**src/sbsi_pkg.sv**
```systemverilog
/*
 * Package for the burst memory input qualification block: widths,
 * burst order codes and the carrier structs of sampled pins.
 * Assumes a single 100 MHz clock and no register bus.
 */
package sbsi_pkg;

  localparam int ADDR_W  = 18;
  localparam int LANES   = 4;
  localparam int BYTE_W  = 8;
  localparam int BURST_W = 2;

  localparam logic [BURST_W-1:0] BURST_ZERO = 2'h0;
  localparam logic [BURST_W-1:0] BURST_ONE  = 2'h1;
  localparam logic [LANES-1:0]   LANES_OFF  = 4'h0;
  localparam logic [ADDR_W-1:0]  ADDR_ZERO  = 18'h00000;

  typedef enum logic {
    SBSI_ORDER_LINEAR,
    SBSI_ORDER_INTERLEAVED
  } sbsi_order_t;

  typedef enum logic [1:0] {
    SBSI_IDLE,
    SBSI_READ,
    SBSI_WRITE
  } sbsi_op_t;

  // Raw pin sample, one set per clock
  typedef struct packed {
    logic [ADDR_W-1:0] addr;
    logic [LANES-1:0]  lane_sel_n;
    logic              write_en_n;
    logic              advance_or_load;
    logic              clock_enable_n;
    logic              chip_sel_first_n;
    logic              chip_sel_second;
    logic              chip_sel_third_n;
    logic              burst_order;
  } sbsi_pins_t;

  // Qualified access presented to the array
  typedef struct packed {
    logic [ADDR_W-1:0] addr;
    logic [LANES-1:0]  lane_we;
    logic [LANES*BYTE_W-1:0] data;
    logic [LANES-1:0]  parity;
    sbsi_op_t          op;
  } sbsi_access_t;

endpackage : sbsi_pkg

```
**src/sbsi_input_ctrl.sv**
```systemverilog
/*
 * Input qualification of a pipelined burst static memory: pin sampling,
 * chip select, clock enable, load/advance of the burst counter, byte
 * lane write gating. Assumes pins come from another domain and are
 * synchronised here; the array behind it takes access_o each cycle.
 */
// Notes on behaviour
// - The address and its two burst bits are captured at the clock edge.
// - Byte write selects are active low and need an active write enable.
// - Each lane select gates one data byte and its own parity bit.
// - Write enable is sampled only when clock enable is low.
// - Advance high with clock enable low steps the burst counter unless the last load deselected.
// - With clock enable high every synchronous input except data and parity is ignored.
// - Order strap high gives interleaved order, low gives linear.
// - Selected only with first and third selects low, second high.
// - Clock enable high holds address, op and select state rather than deselecting.
module sbsi_input_ctrl (
  input  wire logic                      clock_i,
  input  wire logic                      rst_i,
  input  wire sbsi_pkg::sbsi_pins_t      pins_i,
  input  wire logic [sbsi_pkg::LANES*sbsi_pkg::BYTE_W-1:0] data_i,
  input  wire logic [sbsi_pkg::LANES-1:0] parity_i,
  output logic                           selected_o,
  output sbsi_pkg::sbsi_access_t         access_o
);

  typedef struct packed {
    sbsi_pkg::sbsi_pins_t sync1;
    sbsi_pkg::sbsi_pins_t sync2;
    logic [sbsi_pkg::LANES*sbsi_pkg::BYTE_W-1:0] d_sync1;
    logic [sbsi_pkg::LANES*sbsi_pkg::BYTE_W-1:0] d_sync2;
    logic [sbsi_pkg::LANES-1:0] p_sync1;
    logic [sbsi_pkg::LANES-1:0] p_sync2;
    logic [sbsi_pkg::ADDR_W-1:0]  base;
    logic [sbsi_pkg::BURST_W-1:0] start;
    logic [sbsi_pkg::BURST_W-1:0] step;
    logic [sbsi_pkg::LANES-1:0]   lane_sel;
    sbsi_pkg::sbsi_op_t           op;
    logic                         order;
    logic                         selected;
    sbsi_pkg::sbsi_access_t       access;
  } sbsi_state_t;

  sbsi_state_t state_q;
  sbsi_state_t state_d;

  // Burst offset from start and step; interleave is an XOR, linear an add
  function automatic logic [sbsi_pkg::BURST_W-1:0] burst_offset(
    input logic [sbsi_pkg::BURST_W-1:0] start,
    input logic [sbsi_pkg::BURST_W-1:0] step,
    input logic                         order
  );
    if (order == 1'b1) begin
      return start ^ step;
    end
    return start + step;
  endfunction

  function automatic logic chip_selected(input sbsi_pkg::sbsi_pins_t p);
    return !p.chip_sel_first_n && p.chip_sel_second
      && !p.chip_sel_third_n;
  endfunction

  logic [sbsi_pkg::BURST_W-1:0] next_step;
  logic [sbsi_pkg::BURST_W-1:0] offset;
  sbsi_pkg::sbsi_pins_t         s;

  always_comb begin
    state_d = state_q;
    s = state_q.sync2;
    next_step = sbsi_pkg::BURST_ZERO;
    offset = sbsi_pkg::BURST_ZERO;
    // Pins cross two flops before anything reads them
    state_d.sync1 = pins_i;
    state_d.sync2 = state_q.sync1;
    state_d.d_sync1 = data_i;
    state_d.d_sync2 = state_q.d_sync1;
    state_d.p_sync1 = parity_i;
    state_d.p_sync2 = state_q.p_sync1;
    // Clock enable high: address, op and burst state frozen, lane writes off, data and parity still pass
    if (!s.clock_enable_n) begin
      if (!s.advance_or_load) begin
        state_d.selected = chip_selected(s);
        state_d.base = s.addr;
        state_d.start = s.addr[sbsi_pkg::BURST_W-1:0];
        state_d.step = sbsi_pkg::BURST_ZERO;
        if (!chip_selected(s)) begin
          state_d.op = sbsi_pkg::SBSI_IDLE;
        end else if (!s.write_en_n) begin
          state_d.op = sbsi_pkg::SBSI_WRITE;
        end else begin
          state_d.op = sbsi_pkg::SBSI_READ;
        end
      end else if (state_q.op != sbsi_pkg::SBSI_IDLE) begin
        // Advance keeps the op; lane selects and order strap are refreshed
        state_d.step = state_q.step + sbsi_pkg::BURST_ONE;
      end
      state_d.lane_sel = ~s.lane_sel_n;
      // Strap taken only on live edges so a held cycle keeps its address
      state_d.order = s.burst_order;
    end
    next_step = state_d.step;
    offset = burst_offset(state_d.start, next_step, state_d.order);
    state_d.access.addr = {state_d.base[sbsi_pkg::ADDR_W-1:sbsi_pkg::BURST_W],
                           offset};
    state_d.access.op = state_d.op;
    state_d.access.lane_we = sbsi_pkg::LANES_OFF;
    if (!s.clock_enable_n && state_d.op == sbsi_pkg::SBSI_WRITE) begin
      state_d.access.lane_we = state_d.lane_sel;
    end
    // Data and parity of a lane travel under the same select
    state_d.access.data = state_q.d_sync2;
    state_d.access.parity = state_q.p_sync2;
  end

  always_ff @(posedge clock_i or posedge rst_i) begin
    if (rst_i) begin
      state_q <= '0;
    end else begin
      state_q <= state_d;
    end
  end

  assign selected_o = state_q.selected;
  assign access_o   = state_q.access;

endmodule // sbsi_input_ctrl

```
**config.mk**
```make
export PLATFORM = sky130hd
export DESIGN_NAME = sbsi_input_ctrl
export DESIGN_NICKNAME = d
export VERILOG_FILES = /design/src/sbsi_pkg.sv /design/src/sbsi_input_ctrl.sv
export SDC_FILE = /design/constraint.sdc
export NUM_CORES = 1
export LEC_CHECK = 0
export BUFFER_PORTS_ARGS = -buffer_cell sky130_fd_sc_hd__buf_2
export CORE_MARGIN = 5
export CORE_UTILIZATION = 35
export DETAILED_ROUTE_END_ITERATION = 6
export GPL_TIMING_DRIVEN = 0
export PLACE_DENSITY = 0.65
export SLEW_MARGIN = 20
export SYNTH_ARGS = -nofsm -noshare
export SYNTH_HDL_FRONTEND = slang
export SYNTH_SLANG_ARGS = --single-unit
```
**constraint.sdc**
```tcl
create_clock -name clock_i -period 6.1 [get_ports clock_i]
set_input_delay 1.22 -clock clock_i [delete_from_list [all_inputs] [get_ports clock_i]]
set_output_delay 1.22 -clock clock_i [all_outputs]
set_load 0.03 [all_outputs]
```
### Yosys cells after proc, flatten, opt, wreduce, memory -nomap -nowiden

Cells that the tools add are included.

| word-level totals | value |
|---|---|
| bits in read-only memories | 0 |
| output and inout port bits | 61 |
| logic and storage cells | 61 |
| bits in registers | 218 |
| latch bits | 0 |
| RAM bits | 0 |
| memories kept | 0 |
| bits of input ports | 67 |

| operators by class | value |
|---|---|
| bitwise logic cells | 4 |
| shifts and indexed selects | 0 |
| $add $sub $neg | 2 |
| reduce and logical (&&, ||, !) cells | 8 |
| div/mod/pow operators | 0 |
| equal/unequal tests | 1 |
| multipliers | 0 |
| multiplexer cells | 12 |
| magnitude comparators | 0 |

Operators by type and width:

| kind | count |
|---|---|
| $mux W30 | 1 |
| $mux W20 | 1 |
| $mux W2 | 7 |
| $mux W4 | 1 |
| $not A4 Y4 | 1 |
| $logic_and A1 B1 Y1 | 3 |
| $logic_not A1 Y1 | 3 |
| $add A2 B1 Y2 const B | 1 |
| $add A2 B2 Y2 | 1 |
| $eq A2 B2 Y1 const B | 1 |
| $mux W1 | 2 |
| $not A1 Y1 | 2 |
| $reduce_and A2 Y1 | 1 |
| $reduce_bool A2 Y1 | 1 |
| $xor A2 B2 Y2 | 1 |

### Depth between registers and ports, before layout

Gate-level depths: netlist (run 1).

| logic depth | value |
|---|---|
| depth in word-level cells | 9 |
| depth in mapped cells | 9 |
| mapped depth without buffers | 9 |

### Worst setup path after synthesis (run 1)

No wires, ideal clock.

| timing path | value |
|---|---|
| path kind | flip-flop to output port |
| from | register state_q (netlist bit access_o[1]) |
| to | output access_o[1] (netlist name) |
| data required time | 4880 ps |
| arrival time | 559 ps |
| path buffers | 1 |
| stages on the path, launching flop included | 2 |
| slack | 4321 ps |
| cell sequence | dfrtp_1 > buf_4 |

RTL lines:

| item | line | text |
|---|---|---|
| from (decl) | sbsi_input_ctrl.sv:44 | `sbsi_state_t state_q;` |
| from (signal assigned) | sbsi_input_ctrl.sv:120 | `state_q <= state_d;` |
| to (decl) | sbsi_input_ctrl.sv:24 | `output sbsi_pkg::sbsi_access_t access_o` |

No word-level cell between the ends.

### Worst setup path after layout (run 1)

| timing path | value |
|---|---|
| from | register state_q (netlist bit access_o[1]) |
| to | output access_o[1] (netlist name) |

No word-level cell between the ends.

==> results of run 1 <==
## metal layers
layer	up-vias	track usage [%]
met5	-	0
li1	1314	-
met4	2	3.91
met1	1430	12.2
met3	12	4.34
met2	82	18.0
## metrics by stage
step / cells / total power [mW]
6_report: 729 / 2.67
5_1_grt: 729 / 2.81
4_1_cts: 729 / 2.72
3_5_place_dp: 699 / 1.68
3_3_place_gp: 694 / 1.67
2_1_floorplan: 347 / 1.60
## Yosys cell counts (all sizes together), types with 2 or more instances
cell / number / area share (%)
or2: 2 / 0.26
mux2: 2 / 0.45
nand3: 2 / 0.17
nand2: 57 / 3.7
inv: 3 / 0.19
buf: 61 / 7.9
dfrtp: 196 / 84
clkbuf: 3 / 0.19
nor3: 2 / 0.17
xnor2: 2 / 0.43
o21ai: 4 / 0.34
nor2: 6 / 0.65
## path summary, 6_finish.rpt
path                                end  slack [ns]  cells after the start
setup / recovery            access_o[1]        3.74                      2
hold / removal              access_o[6]        0.35                      0
setup reg to reg           access_o[43]        4.08                      9
hold reg to reg             access_o[6]        0.35                      0
max in group asynchronous          s[7]        4.36                      4
min in group asynchronous  state_d[127]        0.89                      2
## power groups by stage
stage	registers (mW)	logic (mW)	clock network, mW
final	1.41	0.241	1.02
after global routing	1.42	0.264	1.12
after CTS	1.41	0.247	1.05
after detailed placement	1.44	0.246	0
after global placement	1.43	0.233	0
after floorplan	1.43	0.168	0
## critical path: stages, from the launching register on
cell	delay [ns]
dfrtp_1	0.42
buf_4	0.15
buf_2	0.17
## layout make-up
cell class | count | area, um2
Timing Repair Buffer | 132 | 736
Sequential cell | 196 | 4900
Inverter | 3 | 15.0
Fill cell | 1464 | 9040
Multi-Input combinational cell | 84 | 420
Buffer | 64 | 469
Clock buffer | 22 | 464
Clock inverter | 8 | 78.8
Tap cell | 220 | 275
## cells in the final DEF, fill, tap and decap left out, drive strengths merged
cell / instances
or2: 2
ha: 1
mux2: 2
o31ai: 1
bufinv: 1
nor3: 2
nand3b: 1
or3b: 1
buf: 193
o21ai: 4
o31a: 1
or4b: 1
inv: 3
nor2: 6
nand3: 2
clkinv: 2
nand2: 57
clkinvlp: 5
dfrtp: 196
clkbuf: 25
xnor2: 2
a21oi: 1
## sequential cells by signal, indices dropped and copies added, names as in the netlist
signal and cells:
access_o 59, state_d 101, s 29, selected_o 1, state_q 6
## logic make-up after synthesis
group                      share of synthesized area, %
DFF                                                84.5
and+or+nand+nor                                    5.43
buffers and inverters                              8.28
AOI/OAI and AO/OA                                 0.711
xor gates and xnor gates                          0.431
muxes                                             0.452
adders and majority gates                         0.215
==> reports/qor.csv, run 1 <==
metric;value;unit
status;finished clean;
firstDrtPassIters;4;
num_antenna_cells;0;
root_buffer;clkbuf_16;
cts_resized;0;
routed_via_density;3.90;
path_class;reg -> out;
cts_tree;built;
wl_met1;3640;um
p_int;2.06;mW
ant_nets;0;
seqPwrFrac;52.9;%
cp_data_required_time;4.88;ns
gp_congestion;0.656;
die_area;0.0193;mm2
grt_pass1_vias;3225;
synth_area;0.00581;mm2
top_layer;met5;
seq_area_frac_synth;84.5;%
setup_viol;0;
syn_nets;415;
wl_met2;5050;um
clk_pin_slew;0.06;ns
drt_wl_total;9430;um
areaGrowthSynthToFinish;26.8;%
slew_headroom;58.1;%
drv_cap;0;
period_share;38.7;%
maxClockFrequency;423;MHz
r2r_start;s[5];
cts.sinks;196;
rsz0062_at_grt;no;
worstMarginPinSlew;0.627;ns
hold_ws;0.346;ns
synthCells;347;
clock_power_share;38.1;%
grt_pass1_wl;16000;um
fp-row-count;47;
synth_edf_count;0;
critPathCaptureType;output port;
sw_frac_of_total;22.9;%
slew_violations;0;
hold_viol;0;
grt_usage;10.6;%
core-area;0.0164;mm2
preCtsSetupSlack;3.87;ns
fp.dieH;139;um
period_needed;2.36;ns
min_from;state_d[6];
nets;566;
grt_max_degree;40;
wire_per_inst;12.9;um
overflow;0;
dp_hpwl;6810;um
powerDensity;363;mW/mm2
clk_latency;0.41;ns
fin_skew;0.00452;ns
hold_class;reg -> reg;
ioPinCount;128;
postLayoutCellArea;0.00736;mm2
layout-drive-gt1-share;45.4;%
post-cts-setup-buffer-count;0;
drcViolationCount;0;
synth_cell_type_count;25;
post-route-util;44.9;%
hold_buffers;0;
crit_fanout;5;
postSynthAreaPerCell;16.7;um2
tns;0;ns
synth-main-ff-cell;dfrtp_1;
start_util;35.4;%
startpoint;access_o[1];
antenna_found_initial;1;
yosysWarnings;0;
cts_buffer_depth;2;
initialDrtViolationCount;127;
async_reset_ff_share;100;%
num_vias;2840;
fp.dieW;139;um
p_comb_share;9.0;%
port_buffers;127;
wl_met3;582;um
p_sw;0.612;mW
arrival;1.14;ns
placed_area;0.00682;mm2
numCtsBuffers;17;
htree_levels;4;
ys_ff_latch;196;
postLayoutSetupSlackWorst;3.74;ns
cp-start-kind;flip-flop;
vdd_drop_max;0.245;mV
p_leak;3.67;nW
Power figures use the tool's default switching activity.
==> inputs of run 2 (changes only) <==
--- a/config.mk
+++ b/config.mk
@@ -5,12 +5,13 @@
 export SDC_FILE = /design/constraint.sdc
 export NUM_CORES = 1
 export LEC_CHECK = 0
+export ABC_AREA = 1
 export BUFFER_PORTS_ARGS = -buffer_cell sky130_fd_sc_hd__buf_2
 export CORE_MARGIN = 5
 export CORE_UTILIZATION = 35
 export DETAILED_ROUTE_END_ITERATION = 6
 export GPL_TIMING_DRIVEN = 0
-export PLACE_DENSITY = 0.65
+export PLACE_DENSITY = 0.62
 export SLEW_MARGIN = 20
 export SYNTH_ARGS = -nofsm -noshare
 export SYNTH_HDL_FRONTEND = slang
==> constraint.sdc (replaced) <==
create_clock -name clock_i -period 2.3 [get_ports clock_i]
set_input_delay 0.46 -clock clock_i [delete_from_list [all_inputs] [get_ports clock_i]]
set_output_delay 0.46 -clock clock_i [all_outputs]
set_load 0.03 [all_outputs]
==> run 2 against run 1 <==
Combinational power grew to 2.6 times the previous value. Final area grew 4.2%. Synthesized cell count grew 9.8%. Synthesized area grew 3.5%. Final cell count grew 5.8%. Clock power grew to 2.9 times the previous value. Sequential power grew to 2.7 times the previous value. Critical path depth grew 12. Flip-flop and latch count grew 4. Clock skew grew 0.0016 ns. Hold slack lost 0.28 ns. Critical endpoint is now access_o[43]. Largest cell class unchanged. Highest routed layer is now met4.
==> reports/qor.csv, run 2 <==
metric;value;unit
hold_buffers;0;
overflow;0;
antenna_found_initial;0;
synthSimpleGateAreaFrac;6.60;%
wire_per_inst;12.3;um
synth_edf_count;0;
routed_via_density;3.78;
grtUsageMet3;4.88;%
firstDrtPassIters;6;
largest_reg_flops;101;
num_vias;2915;
met1_usage;12.6;%
async_reset_ff_share;100;%
layout-drive-gt1-share;44.1;%
dp_hpwl;6860;um
busiest_layer;met2;
num_antenna_cells;0;
drt_wl_total;9480;um
maxClockFrequency;547;MHz
numCtsBuffers;17;
cts.sinks;200;
drv_cap;0;
yosysWarnings;0;
areaGrowthSynthToFinish;27.7;%
ys_top_cells_by_area;dfrtp_1, buf_4, nand2_1, inv_1, buf_6;
synth_cell_type_count;17;
final_cell_mix;dfrtp_1, buf_2, nand2_1, buf_4, clkbuf_16;
vdd_drop_max;0.505;mV
powerDensity;965;mW/mm2
power.total;7.41;mW
initialDrtViolationCount;98;
yosysTopAreaCellShare;83.3;%
yosys-mux-area-fraction;0;%
core-area;0.0171;mm2
critPathCaptureType;flip-flop;
fin_skew;0.00607;ns
fp.dieH;141;um
drcViolationCount;0;
synthCells;381;
tns;0;ns
crit_fanout;10;
final_common_cell;dfrtp_1;
synthAdderAreaFrac;0.208;%
synth.most_common_cell;dfrtp_1;
rsz0062_at_grt;no;
yosysTopAreaCell;dfrtp_1;
clk_pin_slew;0.07;ns
seq_area_frac_synth;83.3;%
nets;601;
slew_violations;0;
cp_data_required_time;2.61;ns
clk_latency;0.42;ns
dp_cells;739;
start_util;35.2;%
period_needed;1.83;ns
ys_ff_latch;200;
preCtsSetupSlack;0.466;ns
grt_usage;10.5;%
syn_nets;449;
ioPinCount;128;
slew_headroom;67.0;%
grt_max_degree;40;
die_area;0.0199;mm2
hold_class;in -> async;
port_buffers;127;
fin_cells;771;
arrival;2.14;ns
postLayoutSetupSlackWorst;0.473;ns
period_share;79.4;%
cts_tree;built;
grt_pass1_wl;16100;um
synth-compound-area-share;0.562;%
hold_viol;0;
setup_viol;0;
synth_top_family_by_area;buffers and inverters;
postSynthAreaPerCell;15.8;um2
ant_nets;0;
fp-row-count;48;
p_leak;3.92;nW
grt_pass1_vias;3205;
gp_congestion;0.662;
synth_area;0.00601;mm2
synth_common_cells;dfrtp_1, nand2_1, buf_4;
worstMarginPinSlew;0.494;ns
cts_resized;0;
synth-main-ff-cell;dfrtp_1;
cts_buffer_depth;2;
met2_usage;16.8;%
cp-start-kind;flip-flop;
post-cts-setup-buffer-count;0;
path_class;reg -> reg;
fp.dieW;141;um
root_buffer;clkbuf_16;
htree_levels;4;
yosys.area_share.xor_xnor;0;%
status;finished clean;
run 2: changes by cell type after synthesis, sizes merged, moves of 3 or more:
cell / delta
nand2: +19
inv: +14
clkbuf: -3
buf: +4
dfrtp: +4
nand3: +5
run 2: worst paths after layout:
kind	startpoint	end	slack [ns]	cells after the start
worst max-delay path	s[4]	access_o[43]	0.47	14
worst min-delay path	rst_i	state_d[109]	0.06	2
worst max register to register	s[4]	access_o[43]	0.47	14
worst min register to register	state_d[22]	access_o[22]	0.35	0
max in group asynchronous	rst_i	state_d[90]	1.47	4
min in group clock_i	data_i[12]	state_d[110]	0.14	1
run 2: power breakdown:
group	total, mW	switching (mW)	internal (mW)	leakage, nW
clock network	2.99	1.30	1.70	0.296
logic	0.618	0.370	0.248	1.26
registers	3.79	0.0693	3.72	2.36
run 2: cell type report:
type	count	area, um2
plain buffers	65	497
clock buffers	19	453
clock inverters	13	158
fillers	1543	9380
inverters	17	67.6
multi-input cells	99	443
flip-flops and latches	200	5000
well taps	225	282
repair buffers	133	771
run 2: logic make-up after synthesis:
family	count (synthesis)
compound gates	6
simple gates	92
buf+inv	82
flops	200
fa+ha+maj	1
run 2: routing by layer:
| layer | vias up | part of all wire (%) |
|---|---|---|
| li1 | 1404 | - |
| met1 | 1425 | 40 |
| met2 | 75 | 52 |
| met3 | 11 | 6.3 |
| met4 | 0 | 1.1 |
| met5 | - | 0 |
run 2: worst max-delay path: stages (launching register included):
cell     delay [ns]
dfrtp_1        0.37
buf_6          0.15
nor2_8         0.10
inv_2          0.06
buf_4          0.18
buf_6          0.15
nand2_1        0.05
nand2_1        0.07
ha_1           0.21
nand3_1        0.10
inv_1          0.04
nand2_1        0.07
nand2_1        0.05
nand2_1        0.06
nand2_1        0.05
run 2: per-stage QoR:
stage                     util (%)  area (um2)  hold slack, ns
final                         45.0        7670          0.0639
after global routing          45.0        7670          0.0609
after CTS                     45.0        7670          0.0512
after detailed placement      41.4        7060           0.335
after global placement        40.6        6930           0.331
after floorplan                  -        6010           0.331
==> inputs of run 3 (changes only) <==
==> constraint.sdc (replaced) <==
create_clock -name clock_i -period 1.9 [get_ports clock_i]
set_input_delay 0.38 -clock clock_i [delete_from_list [all_inputs] [get_ports clock_i]]
set_output_delay 0.38 -clock clock_i [all_outputs]
set_load 0.03 [all_outputs]
==> run 3 against run 2 <==
Worst setup slack worse by 0.27 ns. Power is 21% higher. Count of clock-buffer cells in the layout stayed put. Hold slack worse by 0.0050 ns. Via count is 0.14% lower. Non-clock buffer count is 1 lower. Combinational power is 21% higher. Fmax is 7.7% higher. Flip-flop and latch count stayed put. Critical path depth is 1 lower. Die area stayed put.
==> reports/qor.csv, run 3 (synthesis gave the netlist of run 2 again) <==
metric;value;unit
status;finished clean;
port_buffers;127;
fp.dieH;141;um
root_buffer;clkbuf_16;
cts_buffer_depth;2;
cp-start-kind;flip-flop;
hold_end;state_d[176];
p_leak;3.91;nW
numCtsBuffers;17;
final_common_cell;dfrtp_1;
rsz0062_at_grt;no;
cpPeakStageDelay;0.37;ns
multi_input_area;443;um2
reg2regPathDepth;13;
grt_pass1_wl;16100;um
p_sw;2.10;mW
firstDrtPassIters;4;
core-area;0.0171;mm2
p_comb_share;8.3;%
seqPwrFrac;51.3;%
worstMarginPinSlew;0.494;ns
arrival;2.01;ns
r2r_start;s[4];
slew_headroom;67.0;%
ant_nets;0;
grt_usage;10.5;%
cp_data_required_time;2.21;ns
cts.sinks;200;
hold_viol;0;
sw_frac_of_total;23.4;%
powerDensity;1170;mW/mm2
vdd_drop_max;0.614;mV
rrSetupSlack;0.20;ns
hold_ws;0.0589;ns
fp.dieW;141;um
setup_viol;0;
maxClockFrequency;589;MHz
timing.rr.end;access_o[43];
antenna_found_initial;0;
path_common_cell;nand2_1;
crit_fanout;14;
num_vias;2911;
min_from;pins_i[14];
die_area;0.0199;mm2
grt_pass1_vias;3199;
areaGrowthSynthToFinish;27.7;%
overflow;0;
preCtsSetupSlack;0.0659;ns
gp_congestion;0.662;
path_class;reg -> reg;
routed_via_density;3.78;
drv_cap;0;
path_cells;buf_6 -> nor2_8 -> inv_4 -> buf_6 -> nand2_1 -> nand2_1 -> ha_1 -> nand3_1 -> inv_1 -> nand2_1 -> nand2_1 -> nand2_1 -> nand2_1;
post-cts-setup-buffer-count;0;
hold_class;in -> reg;
largest_reg_flops;101;
postLayoutSetupSlackWorst;0.203;ns
seq_area;0.00500;mm2
period_share;89.3;%
dp_hpwl;6860;um
fin_skew;0.00608;ns
layout-drive-gt1-share;43.9;%
power.total;8.96;mW
fp-row-count;48;
wire_per_inst;12.3;um
htree_levels;4;
period_needed;1.70;ns
holdPathStages;1;
grt_max_degree;40;
nets;600;
slew_violations;0;
p_int;6.86;mW
start_util;35.2;%
ioPinCount;128;
drt_wl_total;9490;um
clk_latency;0.42;ns
final_cell_mix;dfrtp_1, buf_2, nand2_1, buf_4, clkbuf_16;
clk_pin_slew;0.07;ns
nFillCells;1547;
critPathCaptureType;flip-flop;
num_antenna_cells;0;
worst_path_max_delay_cell;dfrtp_1;
initialDrtViolationCount;102;
cts_tree;built;
clock_power_share;40.4;%
drcViolationCount;0;
[run 3: cell types whose count changed in the layout (fill, tap and decap cells not counted)]
| cell | before | now |
|---|---|---|
| buf_4 | 61 | 60 |
| inv_2 | 1 | 0 |
| inv_4 | 0 | 1 |
| dlygate4sd3_1 | 0 | 1 |
| buf_2 | 128 | 127 |
[run 3: cell type report]
cell class | instances | area share, %
sequential | 200 | 65.2
buffer | 63 | 6.31
clock inverter | 13 | 2.05
inverter | 17 | 0.913
clock buffer | 19 | 5.90
tap | 225 | 3.67
timing repair buffer | 134 | 10.2
multi-input combinational | 99 | 5.77
[run 3: worst max path at each step]
stage                     start      endpoint  slack (ns)  depth (start not counted)
after detailed placement   s[4]  access_o[43]        0.07                         14
after floorplan           rst_i   access_o[0]       -1.07                          1
final                      s[4]  access_o[43]        0.20                         13
after global placement    rst_i  access_o[30]       -1.94                          2
after CTS                  s[4]  access_o[43]        0.04                         14
after global routing       s[4]  access_o[43]        0.06                         13
[run 3: per-stage QoR]
stage / area (um2) / util, % / std cells / setup TNS (ns)
after floorplan: 6010 / - / 381 / -213.67
after global placement: 6930 / 40.6 / 733 / -383.87
after detailed placement: 7060 / 41.4 / 739 / 0
after CTS: 7680 / 45.1 / 772 / 0
after global routing: 7670 / 45.0 / 770 / 0
final: 7670 / 45.0 / 770 / 0
[run 3: what timing repair did]
item	4_1_cts	5_1_grt
gates resized for setup	0	2
hold buffers	1	0
endpoints found under the setup margin	0	1
hold endpoints to repair	19	0
[run 3: worst max-delay path: cells and delay by family (launching register included)]
kind / cells / cell delay, ns
simple gates: 8 / 0.56
flops: 1 / 0.37
buf+inv: 4 / 0.44
fa+ha+maj: 1 / 0.21
[run 3: routing by layer]
layer  share of wire (%)  track usage (%)  vias to the layer above
li1                    -                -                     1401
met2                  52             16.8                       75
met5                   0                0                        -
met3                 6.5             4.88                       10
met4                 1.1             3.52                        0
met1                  40             12.6                     1425
[run 3: power by group through the flow]
stage                     Combinational [mW]  Sequential (mW)  Clock, mW
after detailed placement               0.769             4.68          0
after global routing                   0.832             4.62       3.92
after CTS                              0.773             4.60       3.74
after floorplan                        0.512             4.65          0
after global placement                 0.720             4.67          0
final                                  0.748             4.59       3.62
